### src/scma_pkg.sv
`default_nettype none
package scma_pkg;
	// ----------------------------------------
	// Memory layout
	// ----------------------------------------
	localparam int NV_BITS = 31;                    // Stored bits in total
	localparam int KEY_BITS = 22;                   // Security code bits
	localparam int SETUP_BITS = 9;                  // Configuration bits
	localparam logic [4:0] KEY_BIT_FIRST = 5'h00;   // Index of key_bit_first
	localparam logic [4:0] SETUP_BIT_FIRST = 5'h16; // Index of setup_bit_first
	localparam logic [4:0] SETUP_BIT_LAST = 5'h1e;  // Index of setup_bit_last
	// Contents after reset, value arbitrary
	localparam logic [30:0] NV_RESET = 31'h2d5a_3c96;
	// ----------------------------------------
	// Counts
	// ----------------------------------------
	localparam logic [2:0] POR_CYCLES = 3'h4; // Power-on reset length
	localparam logic [2:0] RST_PULSES = 3'h4; // Reset pulses per operation
	localparam logic [5:0] DATA_PULSES = 6'h1f; // Data pulses per word
	localparam logic [5:0] DATA_SAT = 6'h3f;  // Data count saturation
	localparam int FIFO_DEPTH = 4;            // Word FIFO depth
	// ----------------------------------------
	// Mode pin codes and APB map
	// ----------------------------------------
	localparam logic [1:0] FORCE_READ = 2'h1; // Read forcing level
	localparam logic [1:0] FORCE_PROG = 2'h2; // Program forcing level
	localparam logic [7:0] REG_CTRL = 8'h00;   // Control
	localparam logic [7:0] REG_STATUS = 8'h04; // Status, sticky bits W1C
	localparam logic [7:0] REG_STORE = 8'h08;  // Stored word
	localparam logic [7:0] REG_SETUP = 8'h0c;  // Loaded configuration
	localparam logic [7:0] REG_FIFO = 8'h10;   // Word FIFO pop
	localparam logic [31:0] CTRL_RESET = 32'h0000_0001; // Capture enabled
	localparam int STS_OK = 11;   // Commit done clear bit position, flag reads at bit 13
	localparam int STS_FAIL = 12; // Commit refused clear bit position, flag reads at bit 14
	// ----------------------------------------
	// Types
	// ----------------------------------------
	typedef enum logic [1:0] {ST_POR, ST_NORMAL, ST_READ, ST_PROG} scma_state_e;
	typedef struct packed {
		logic level; // Synchronised level
		logic rise;  // Rising edge pulse
		logic fall;  // Falling edge pulse
	} scma_edge_s;
endpackage : scma_pkg
`default_nettype wire

### src/scma_pin_sync.sv
`default_nettype none
// ----------------------------------------
// Two-flop synchroniser with edge detect
// ----------------------------------------
module scma_pin_sync #(
	parameter int W = 1
) (
	input  wire logic         pclk,    // System clock
	input  wire logic         presetn, // Async reset, low
	input  wire logic [W-1:0] pin_in,  // Raw pins
	output logic      [W-1:0] level,   // Synchronised levels
	output logic      [W-1:0] rise,    // Rising edges
	output logic      [W-1:0] fall     // Falling edges
);
	logic [W-1:0] meta; // First stage, read only by level
	logic [W-1:0] prev; // Delayed level for edges

	// Shift chain
	always_ff @(posedge pclk or negedge presetn) begin
		if (!presetn) begin
			meta <= '0;
			level <= '0;
			prev <= '0;
		end else begin
			meta <= pin_in;
			level <= meta;
			prev <= level;
		end
	end

	assign rise = level & ~prev;
	assign fall = ~level & prev;
endmodule : scma_pin_sync
`default_nettype wire

### src/scma_fifo.sv
`default_nettype none
// ----------------------------------------
// Small flop FIFO, valid/ready both sides
// ----------------------------------------
module scma_fifo #(
	parameter int W = 31,
	parameter int D = 4
) (
	input  wire logic         pclk,      // System clock
	input  wire logic         presetn,   // Async reset, low
	input  wire logic         in_valid,  // Word offered
	output logic              in_ready,  // Room for a word
	input  wire logic [W-1:0] in_data,   // Word in
	output logic              out_valid, // Word held
	input  wire logic         out_ready, // Word taken
	output logic      [W-1:0] out_data   // Head word
);
	localparam int AW = $clog2(D);
	logic [W-1:0] mem [D];   // Storage
	logic [AW:0]  wr_ptr;    // Write pointer, wrap bit on top
	logic [AW:0]  rd_ptr;    // Read pointer, wrap bit on top
	wire          push = in_valid & in_ready;
	wire          pop = out_valid & out_ready;

	assign in_ready = (wr_ptr ^ rd_ptr) != {1'b1, {AW{1'b0}}};
	assign out_valid = wr_ptr != rd_ptr;
	assign out_data = mem[rd_ptr[AW-1:0]];

	// Pointers
	always_ff @(posedge pclk or negedge presetn) begin
		if (!presetn) begin
			wr_ptr <= '0;
			rd_ptr <= '0;
		end else begin
			if (push) wr_ptr <= wr_ptr + {{AW{1'b0}}, 1'b1};
			if (pop) rd_ptr <= rd_ptr + {{AW{1'b0}}, 1'b1};
		end
	end

	// Storage write
	always_ff @(posedge pclk) begin
		if (push) mem[wr_ptr[AW-1:0]] <= in_data;
	end
endmodule : scma_fifo
`default_nettype wire

### src/scma_core.sv
`default_nettype none
module scma_core
	import scma_pkg::*;
(
	input  wire logic        pclk,              // System clock, 125 MHz
	input  wire logic        presetn,           // Async reset, low
	input  wire logic        psel,              // APB select
	input  wire logic        penable,           // APB enable
	input  wire logic        pwrite,            // APB direction
	input  wire logic [7:0]  paddr,             // APB byte address
	input  wire logic [31:0] pwdata,            // APB write data
	output logic      [31:0] prdata,            // APB read data
	output logic             pready,            // APB ready
	output logic             pslverr,           // APB error
	input  wire logic        serial_strobe_pin, // Strobe from programmer
	input  wire logic [1:0]  mode_force_pin,    // Read or program forcing level
	input  wire logic        commit_pin,        // Commit pulse
	input  wire logic        data_in_pin,       // Serial data in
	output logic             data_out_pin,      // Serial data out
	output logic [8:0]       setup_cfg          // Loaded configuration bits
);
	// ----------------------------------------
	// Declarations
	// ----------------------------------------
	scma_state_e  state;       // Operating state
	scma_state_e  next_state;  // State after this edge
	logic [2:0]   por_cnt;     // Power-on reset cycle count
	logic [2:0]   rst_cnt;     // Reset pulses seen
	logic [5:0]   data_cnt;    // Data pulses seen, saturating
	logic [4:0]   bit_idx;     // Bit position in the word
	logic [30:0]  nv;          // Stored word
	logic [30:0]  shadow;      // Captured word
	logic         cap_en;      // Push words to FIFO
	logic         push_pend;   // Word waiting for FIFO room
	logic         commit_req;  // Accepted commit waiting
	logic         commit_ok;   // Sticky, commit done
	logic         commit_fail; // Sticky, commit refused
	logic [4:0]   pin_lvl;     // Synchronised pins
	logic [4:0]   pin_rise;    // Pin rising edges
	logic [4:0]   pin_fall;    // Pin falling edges
	scma_edge_s   strobe;      // Strobe events
	scma_edge_s   commit;      // Commit events
	logic         fifo_ready;  // FIFO has room
	logic         fifo_valid;  // FIFO holds a word
	logic [30:0]  fifo_head;   // FIFO head word
	logic         pop_go;      // FIFO pop on a bus read

	// ----------------------------------------
	// Pin synchronisers
	// ----------------------------------------
	scma_pin_sync #(.W(5)) u_sync (
		.pclk    (pclk),
		.presetn (presetn),
		.pin_in  ({mode_force_pin, commit_pin, data_in_pin, serial_strobe_pin}),
		.level   (pin_lvl),
		.rise    (pin_rise),
		.fall    (pin_fall)
	);

	// Named views of the synchronised pins
	assign strobe = '{level: pin_lvl[0], rise: pin_rise[0], fall: pin_fall[0]};
	assign commit = '{level: pin_lvl[2], rise: pin_rise[2], fall: pin_fall[2]};
	wire       data_lvl = pin_lvl[1];
	wire [1:0] force_lvl = pin_lvl[4:3];

	// ----------------------------------------
	// Mode decode
	// ----------------------------------------
	wire por_end = (state == ST_POR) && (por_cnt == POR_CYCLES - 3'h1);
	wire [1:0] mode_sel = (force_lvl == FORCE_READ) ? 2'(ST_READ) :
		(force_lvl == FORCE_PROG) ? 2'(ST_PROG) : 2'(ST_NORMAL);
	wire op_entry = (next_state != state) && (next_state inside {ST_READ, ST_PROG});
	wire in_op = (state == ST_READ) || (state == ST_PROG);
	wire rst_phase = rst_cnt < RST_PULSES;
	wire reset_fall = in_op && strobe.fall && rst_phase;
	wire data_fall = in_op && strobe.fall && !rst_phase;
	wire data_rise = in_op && strobe.rise && !rst_phase;
	wire last_bit = bit_idx == SETUP_BIT_LAST;
	wire nxt_bit = last_bit ? 1'b0 : nv[bit_idx + 5'h01];
	wire word_done = data_fall && last_bit;
	wire counts_ok = (rst_cnt == RST_PULSES) && (data_cnt == DATA_PULSES);
	wire commit_go = commit_req && !push_pend && counts_ok && (state == ST_PROG);

	// Next state
	always_comb begin
		next_state = state;
		unique case (state)
			ST_POR: if (por_end) next_state = scma_state_e'(mode_sel);
			ST_NORMAL, ST_READ, ST_PROG: next_state = scma_state_e'(mode_sel);
		endcase
	end

	// ----------------------------------------
	// Power-on reset and state
	// ----------------------------------------
	// four clock periods
	always_ff @(posedge pclk or negedge presetn) begin
		if (!presetn) begin
			state <= ST_POR;
			por_cnt <= '0;
		end else begin
			state <= next_state;
			if (state == ST_POR) por_cnt <= por_cnt + 3'h1;
		end
	end

	always_ff @(posedge pclk or negedge presetn) begin
		if (!presetn) setup_cfg <= '0;
		else if (por_end) setup_cfg <= nv[SETUP_BIT_LAST:SETUP_BIT_FIRST];
	end

	// ----------------------------------------
	// Pulse counters
	// ----------------------------------------
	// restart counts
	always_ff @(posedge pclk or negedge presetn) begin
		if (!presetn) begin
			rst_cnt <= '0;
			data_cnt <= '0;
			bit_idx <= '0;
		end else if (op_entry) begin
			rst_cnt <= '0;
			data_cnt <= '0;
			bit_idx <= '0;
		end else begin
			if (reset_fall) rst_cnt <= rst_cnt + 3'h1;
			if (data_fall && data_cnt != DATA_SAT) data_cnt <= data_cnt + 6'h01;
			if (data_fall) bit_idx <= last_bit ? 5'h00 : bit_idx + 5'h01;
		end
	end

	// ----------------------------------------
	// Serial output
	// ----------------------------------------
	// first bit on rise, rest on falls
	always_ff @(posedge pclk or negedge presetn) begin
		if (!presetn) data_out_pin <= 1'b0;
		else if (!in_op) data_out_pin <= 1'b0;
		else if (data_rise && bit_idx == KEY_BIT_FIRST) data_out_pin <= nv[KEY_BIT_FIRST];
		else if (data_fall) data_out_pin <= nxt_bit;
	end

	// ----------------------------------------
	// Capture and commit
	// ----------------------------------------
	// Pulses past the 31st write nothing
	// capture on strobe fall
	always_ff @(posedge pclk or negedge presetn) begin
		if (!presetn) shadow <= '0;
		else if (state == ST_PROG && data_fall && data_cnt < DATA_PULSES) shadow[bit_idx] <= data_lvl;
	end

	// Commit request held until FIFO takes the word
	always_ff @(posedge pclk or negedge presetn) begin
		if (!presetn) commit_req <= 1'b0;
		else if (state != ST_PROG || commit_go) commit_req <= 1'b0;
		else if (commit.rise && counts_ok) commit_req <= 1'b1;
	end

	always_ff @(posedge pclk or negedge presetn) begin
		if (!presetn) nv <= NV_RESET;
		else if (commit_go) nv <= shadow;
	end

	// FIFO push pending
	always_ff @(posedge pclk or negedge presetn) begin
		if (!presetn) push_pend <= 1'b0;
		else if (word_done && cap_en) push_pend <= 1'b1;
		else if (fifo_ready) push_pend <= 1'b0;
	end

	scma_fifo #(.W(NV_BITS), .D(FIFO_DEPTH)) u_fifo (
		.pclk      (pclk),
		.presetn   (presetn),
		.in_valid  (push_pend),
		.in_ready  (fifo_ready),
		.in_data   ((state == ST_PROG) ? shadow : nv),
		.out_valid (fifo_valid),
		.out_ready (pop_go),
		.out_data  (fifo_head)
	);

	// ----------------------------------------
	// APB slave, one wait state
	// ----------------------------------------
	// Address decode and strobes
	wire acc = psel && penable;
	wire done = acc && pready;
	wire hit_ctrl = paddr == REG_CTRL;
	wire hit_sts = paddr == REG_STATUS;
	wire hit_any = hit_ctrl || hit_sts || paddr == REG_STORE || paddr == REG_SETUP || paddr == REG_FIFO;
	assign pop_go = done && !pwrite && paddr == REG_FIFO;
	wire clr_go = done && pwrite && hit_sts;
	// Status word, sticky flags on top
	wire [31:0] sts_word = {17'h0, commit_fail, commit_ok, fifo_valid, !fifo_ready,
		data_cnt, rst_cnt, 2'(state)};
	// Read data select
	wire [31:0] rd_mux = hit_ctrl ? {31'h0, cap_en} : hit_sts ? sts_word :
		(paddr == REG_STORE) ? {1'b0, nv} : (paddr == REG_SETUP) ? {23'h0, setup_cfg} :
		(paddr == REG_FIFO) ? {fifo_valid, fifo_head} : 32'h0;

	// Handshake and read data
	always_ff @(posedge pclk or negedge presetn) begin
		if (!presetn) begin
			pready <= 1'b0;
			pslverr <= 1'b0;
			prdata <= '0;
		end else begin
			pready <= acc && !pready;
			pslverr <= acc && !pready && !hit_any;
			if (acc && !pready) prdata <= pwrite ? 32'h0 : rd_mux;
		end
	end

	// Control register
	always_ff @(posedge pclk or negedge presetn) begin
		if (!presetn) cap_en <= CTRL_RESET[0];
		else if (done && pwrite && hit_ctrl) cap_en <= pwdata[0];
	end

	// Sticky flags, set beats clear
	always_ff @(posedge pclk or negedge presetn) begin
		if (!presetn) begin
			commit_ok <= 1'b0;
			commit_fail <= 1'b0;
		end else begin
			commit_ok <= commit_go || (commit_ok && !(clr_go && pwdata[STS_OK]));
			commit_fail <= (state == ST_PROG && commit.rise && !counts_ok) ||
				(commit_fail && !(clr_go && pwdata[STS_FAIL]));
		end
	end
endmodule : scma_core
`default_nettype wire

### config.mk
export PLATFORM = sky130hd
export DESIGN_NAME = scma_core
export DESIGN_NICKNAME = d
export VERILOG_FILES = /design/src/scma_pkg.sv /design/src/scma_pin_sync.sv /design/src/scma_fifo.sv /design/src/scma_core.sv
export SDC_FILE = /design/constraint.sdc
export NUM_CORES = 1
export LEC_CHECK = 0
export BUFFER_PORTS_ARGS = -buffer_cell sky130_fd_sc_hd__buf_4
export CELL_PAD_IN_SITES_DETAIL_PLACEMENT = 2
export CELL_PAD_IN_SITES_GLOBAL_PLACEMENT = 2
export CORE_MARGIN = 4
export CORE_UTILIZATION = 43
export CTS_CLUSTER_SIZE = 8
export DETAILED_ROUTE_END_ITERATION = 7
export PLACE_DENSITY_LB_ADDON = 0.1
export SLEW_MARGIN = 15
export SYNTH_ARGS = -nofsm -noshare
export SYNTH_HDL_FRONTEND = slang
export SYNTH_SLANG_ARGS = --single-unit
### constraint.sdc
create_clock -name pclk -period 2.87 [get_ports pclk]
set_clock_uncertainty 0.1 [all_clocks]
set_input_delay 0.574 -clock pclk [delete_from_list [all_inputs] [get_ports pclk]]
set_output_delay 0.574 -clock pclk [all_outputs]
set_load 0.05 [all_outputs]
* Yosys cells after proc, flatten, opt, wreduce, memory -nomap -nowiden
Memories as Yosys holds them, arrays and structs flattened.
Cells that the tools add are included.
** Storage, ports and cells
- Register bits :: 149
- Latch bits :: 0
- RAM bits :: 124
- Bits in read-only memories :: 0
- Input bits :: 50
- Output and inout port bits :: 44
- Memories kept :: 1
** Memories
- u_fifo.mem :: words 4, width 31, read ports 1, clocked after Yosys merged registers in 0, wr ports 1, RTL line scma_fifo.sv:19 : logic [W-1:0] mem [D];
** Cells by class
- $add $sub $neg :: 6
- Multipliers :: 0
- Div/mod/pow operators :: 0
- Magnitude comparators :: 5
- Equality and inequality tests :: 21
- Shift-type cells :: 0
- Muxes and demuxes :: 33
- Bitwise operators :: 7
- Reductions and logical operators :: 61
** Operators with widths (count)
- 32-bit two-way mux :: 6
- 1-bit logical AND :: 34
- 31-bit bitwise mux :: 1
- 31-bit two-way mux :: 1
- 8-bit by 4-bit equality test with 1-bit output (second input constant) :: 2
- 5-bit two-way mux :: 3
- 3-bit by 1-bit adder with 3-bit output (second input constant) :: 4
- 5-bit by 6-bit less-than comparator with 1-bit output (second input constant) :: 2
- 1-bit two-way mux :: 12
- 6-bit two-way mux :: 2
- 2-bit nonzero test :: 6
- 2-bit equality test (second input constant) :: 5
- 1-bit zero test :: 9
- 8-bit by 3-bit equality test with 1-bit output (second input constant) :: 1
- 8-bit by 5-bit equality test with 1-bit output (second input constant) :: 1
- 8-bit zero test :: 1
- 1-bit logical OR :: 8
- 6-bit by 1-bit adder with 6-bit output (second input constant) :: 1
- 6-bit by 5-bit equality test with 1-bit output (second input constant) :: 1
- 6-bit by 5-bit less-than comparator with 1-bit output (second input constant) :: 1
- 2-bit two-way mux :: 3
- 3-bit two-way mux :: 2
- 6-bit inequality test (second input constant) :: 1
- 5-bit by 1-bit adder with 5-bit output (second input constant) :: 1
- 22 further kinds :: 25

* Logic depth before layout (Yosys ltp)
- Depth in word-level cells :: 9
- Depth in mapped cells :: 9
- Gate-level depth less buffers :: 7

* Modules after synthesis
A second synthesis with hierarchy kept.
** Second synthesis, totals
- Cell total of the unflattened synthesis :: 870
- Area, all modules :: 12211.7 sq um
** Modules (own cells, without submodules)
- scma_core :: instances 1, cells an instance 637, area each 6787.8 sq um
- scma_fifo :: instances 1, cells an instance 208, area each 4961.0 sq um
- scma_pin_sync :: instances 1, cells an instance 25, area each 462.9 sq um

* Worst setup path before layout
Ideal clock, no wire load.
- Path kind :: register to register
- Start :: register u_fifo.rd_ptr[0]
- End :: memory u_fifo.mem[3][0] (enable)
- Setup time :: 392 ps
- Arrival time :: 2153 ps
- Required time :: 2378 ps
- Setup slack :: 224 ps
- Cell stages (with the launch flop) :: 7
- Clock period less this slack :: 2646 ps
- Cell sequence :: dfrtp_1 > buf_4 > buf_4 > xnor2_1 > and3_1 > nor2b_1 > and2_1
** On the way
- Longest elaborated chain between the ends :: 5
** RTL lines
- from (decl) :: RTL line scma_fifo.sv:21 : logic [AW:0] rd_ptr;
- from (signal assigned) :: RTL line scma_fifo.sv:36 : if (pop) rd_ptr <= rd_ptr + {{AW{1'b0}}, 1'b1};
- 3-bit bitwise XOR :: RTL line scma_fifo.sv:25 : assign in_ready = (wr_ptr ^ rd_ptr) != {1'b1, {AW{1'b0}}};
- 3-bit inequality test :: RTL line scma_fifo.sv:25
- 1-bit bitwise AND :: RTL line scma_fifo.sv:22 : wire push = in_valid & in_ready;
- 1-bit two-way mux :: RTL line scma_fifo.sv:42 : if (push) mem[wr_ptr[AW-1:0]] <= in_data;
- 1-bit two-way mux (not written as such) :: RTL line scma_fifo.sv:42
- to (decl) :: RTL line scma_fifo.sv:19
Every way passes these cells.

* Worst setup path in the final report
- Start :: register data_cnt[0]
- End :: register shadow[10]
** On the way
- Longest elaborated chain between the ends :: 2
** RTL lines
- from (decl) :: RTL line scma_core.sv:29 : logic [5:0] data_cnt;
- from (signal assigned) :: RTL line scma_core.sv:127 : if (data_fall && data_cnt != DATA_SAT) data_cnt <= data_cnt + 6'h01;
- 6-bit by 5-bit less-than comparator with 1-bit output :: RTL line scma_core.sv:150 : else if (state == ST_PROG && data_fall && data_cnt < DATA_PULSES) shadow[bit_idx] <= data_lvl;
- 1-bit logical AND :: RTL line scma_core.sv:150
- to (signal, indexed assignment) :: RTL line scma_core.sv:150
- to (decl) :: RTL line scma_core.sv:32 : logic [30:0] shadow;
Every way passes these cells.
A chain may end at the register's enable or synchronous reset.

==> flow_metrics.py <==
metrics = {
    "cts": {
        "postCtsSetupBuffers": 0,
        "cts_max_path_buffers": 3,
        "tritoncts_clock_tree": "done",
        "clkLatencyLatePin_ns": 0.52,
        "cts_buffer_count": 40,
        "clock-root-buffer": "sky130_fd_sc_hd__clkbuf_16",
        "numClockSinks": 272,
        "clock_tree.htree_level_count": 2,
        "clkSlewWorstSetupHoldPaths_ns": 0.05,
    },
    "critical_path": {
        "critPathRequiredTime_ns": 3.17,
        "timing.critical_path.from": "data_cnt[0]$_DFFE_PN0P_",
        "critical_path_depth": 6,
        "critical_path.cell_chain": "ha_1, and4_1, nor4_2, nand2_1, nor2_1, mux2_2",
        "worst-r2r-cell-count": 6,
        "worstPathBufferInverterCount": 0,
        "timing.critical_path.to": "shadow[10]$_DFFE_PN0P_",
        "setup.worst_path.class": "register to register",
        "endpoint_kind": "register",
        "timing.critical_path.slowest_cell_delay_ns": 0.44,
        "regToRegEndpoint": "shadow[10]$_DFFE_PN0P_",
        "crit-reg2reg-launch": "data_cnt[0]$_DFFE_PN0P_",
        "critical-path-slowest-cell": "sky130_fd_sc_hd__nand2_1",
        "kind_of_cell_with_the_highest_combined_delay_on_the_critical_path": "simple AND/OR/NAND/NOR gates",
        "critical_path.startpoint_type": "register",
        "reg2reg_slack_ns": 0.24,
        "cp.arrival_ns": 2.93,
        "critical_path.max_fanout": 8,
    },
    "min_path": {
        "min-delay-path-class": "input pin to register",
    },
    "synthesis": {
        "ys_seq_area_frac": 0.625,
        "ys_async_sr_fraction": 0.544,
        "synth_top_area_cell": "sky130_fd_sc_hd__edfxtp_1",
        "synth_enable_flop_cells": 124,
        "mappedNetlistNets": 905,
        "synth_top_cell_area_share": 0.312,
        "synth.top_cells.by_area": "sky130_fd_sc_hd__edfxtp_1 (31%), sky130_fd_sc_hd__dfrtp_1 (27%), sky130_fd_sc_hd__mux2_2 (9.7%), sky130_fd_sc_hd__mux4_2 (6.2%), sky130_fd_sc_hd__dfstp_2 (3.7%)",
        "netlist-cell-type-count": 63,
        "synth_cells": 840,
        "post_synth.cell_area_avg_um2": 14.2,
        "post_synth_instance_area_um2": 11900,
        "synthesis.yosys.warnings": 0,
        "synth_ff_type": "sky130_fd_sc_hd__dfrtp_1",
        "synth_seq_cells": 272,
    },
    "sta": {
        "timing_worst_slew_pin_value_ns": 1.06,
        "period_needed_ns": 2.63,
        "timing.max_slew.rel_slack": 0.296,
        "final_hold_viol_count": 0,
        "rsz0062_at_grt": "no",
        "fmax_ghz": 0.380,
        "worst_hold_slack_ns": 0.0576,
        "timing.final.crit_share": 0.916,
        "setup_total_negative_slack_ns": 0,
        "setup_violations": 0,
        "number_of_slew_limit_violations_in_the_final_report": 0,
    },
    "drt": {
        "vias": 7678,
        "remaining_drc_errors": 0,
        "drt-initial-drc-count": 365,
        "detail-route-antenna-nets": 0,
        "avgRoutedWirePerCell_um": 26.3,
        "detail_route.wirelength_mm": 35.3,
        "detail_route.vias_per_cell": 5.73,
        "first_pass_iters": 5,
    },
    "outcome": {
        "outcome": "finished, final reports clean",
    },
    "die": {
        "std_cell_rows": 60,
        "die_x_um": 175,
        "die_area_um2": 30500,
        "floorplan.core_area_um2": 27100,
        "initial_core_util": 0.440,
        "boundaryPins": 94,
        "die-height_um": 175,
    },
    "pwr": {
        "power.density_nw_per_um2": 638,
        "leakagePower_uw": 0.00544,
        "irDropWorstVdd_uv": 646,
    },
    "placement": {
        "hpwl_mm": 22.8,
        "placed_cell_area_um2": 13000,
        "gp_congestion": 0.823,
        "numPlacedInstances": 1265,
        "number_of_port_buffers": 64,
    },
    "layout": {
        "seqCellArea_um2": 7450,
        "insertedDiodeCount": 0,
        "fillers": 2474,
        "layout_commonest_cell": "sky130_fd_sc_hd__dfrtp_1",
        "synthToLayoutAreaGrowth_pct": 19.1,
        "final_area_um2": 14200,
        "layoutNonFillerInstCount": 1340,
        "drive_above_1_share": 0.318,
        "fin_nets": 1001,
        "multi_input_area_um2": 4220,
        "layout.cells.most_common_list": "sky130_fd_sc_hd__dfrtp_1 (130), sky130_fd_sc_hd__edfxtp_1 (124), sky130_fd_sc_hd__mux2_2 (103), sky130_fd_sc_hd__buf_4 (94), sky130_fd_sc_hd__nand2_1 (71)",
    },
    "grt": {
        "grt_pass1_wl_mm": 55.1,
        "grt_usage": 0.234,
        "grt_remaining_overflow": 0,
        "number_of_global_route_vias_before_repair": 8803,
        "maximum_number_of_pins_on_one_net_before_global_route_repair": 54,
        "grt_antenna_before_repair": 1,
    },
    "job": {
        "maxCapViolCount": 0,
    },
}
per-stage QoR:
step	utilization	setup slack (ns)	total power (uW)
after global routing	0.524	0.0720	9410
after CTS	0.524	0.208	9170
after floorplan	-	0.224	4480
after detailed placement	0.480	0.236	4710
after global placement	0.480	0.339	4680
final	0.524	0.240	9060
cells in the mapped netlist (all sizes together) (3+ instances only):
library cell,number
a21oi,32
a22o,6
a22oi,23
a32o,5
and2,7
and3,4
buf,20
clkbuf,27
dfrtp,131
dfstp,17
edfxtp,124
ha,15
inv,13
mux2,107
mux2i,10
mux4,33
nand2,71
nand3,7
nand3b,8
nand4,3
nor2,58
nor2b,6
nor3,7
nor3b,5
nor4,3
o21ai,44
o41ai,4
xnor2,8
xor2,10
registers in the layout (all words and copies together) (netlist names), 5 cells and up:
signal and cells:
prdata 32, nv 31, u_sync.level 5, shadow 31, data_cnt 6, setup_cfg 9, u_fifo.mem 124, u_sync.meta 5
bit_idx 5
timing repair:
item / 4_1_cts / 5_1_grt
hold endpoints to repair: 46 / 0
hold buffers: 1 / 0
gates resized for setup: 0 / 0
where the power goes:
part / switching, uW / internal [uW] / total (uW)
registers: 65.3 / 4110 / 4180
logic: 306 / 165 / 471
clock network: 1690 / 2720 / 4410
metal layers:
metal,part of all wire,GRT usage
met5,0.00034,0
met4,0.027,0.0714
met3,0.040,0.0370
met2,0.51,0.406
met1,0.43,0.305
kinds of logic after synthesis:
kind of cell             synth area share
adder cells (fa/ha/maj)            0.0157
AO/OA/AOI/OAI                      0.0701
buffers and inverters              0.0216
XOR/XNOR                           0.0139
multiplexers                        0.172
AND/OR/NAND/NOR                    0.0823
flip-flops                          0.625
final cells by class:
type,count,area share
Multi-Input combinational cell,508,0.297
Sequential cell,272,0.524
Inverter,13,0.00344
Timing Repair Buffer,101,0.0582
Clock inverter,2,0.00176
Clock buffer,72,0.0819
Tap cell,372,0.0328
how the worst min path moves through the flow:
stage	from	endpoint	slack (ns)	cells after the start
floorplan	presetn	bit_idx[0]$_DFFE_PN0P_	0.18	0
global route	data_in_pin	u_sync.meta[1]$_DFF_PN0_	0.04	1
global placement	u_sync.meta[1]$_DFF_PN0_	u_sync.level[1]$_DFF_PN0_	0.24	0
CTS	data_in_pin	u_sync.meta[1]$_DFF_PN0_	0.04	1
finish	data_in_pin	u_sync.meta[1]$_DFF_PN0_	0.06	1
detailed placement	u_sync.meta[0]$_DFF_PN0_	u_sync.level[0]$_DFF_PN0_	0.24	0
Power figures use the tool's default switching activity.
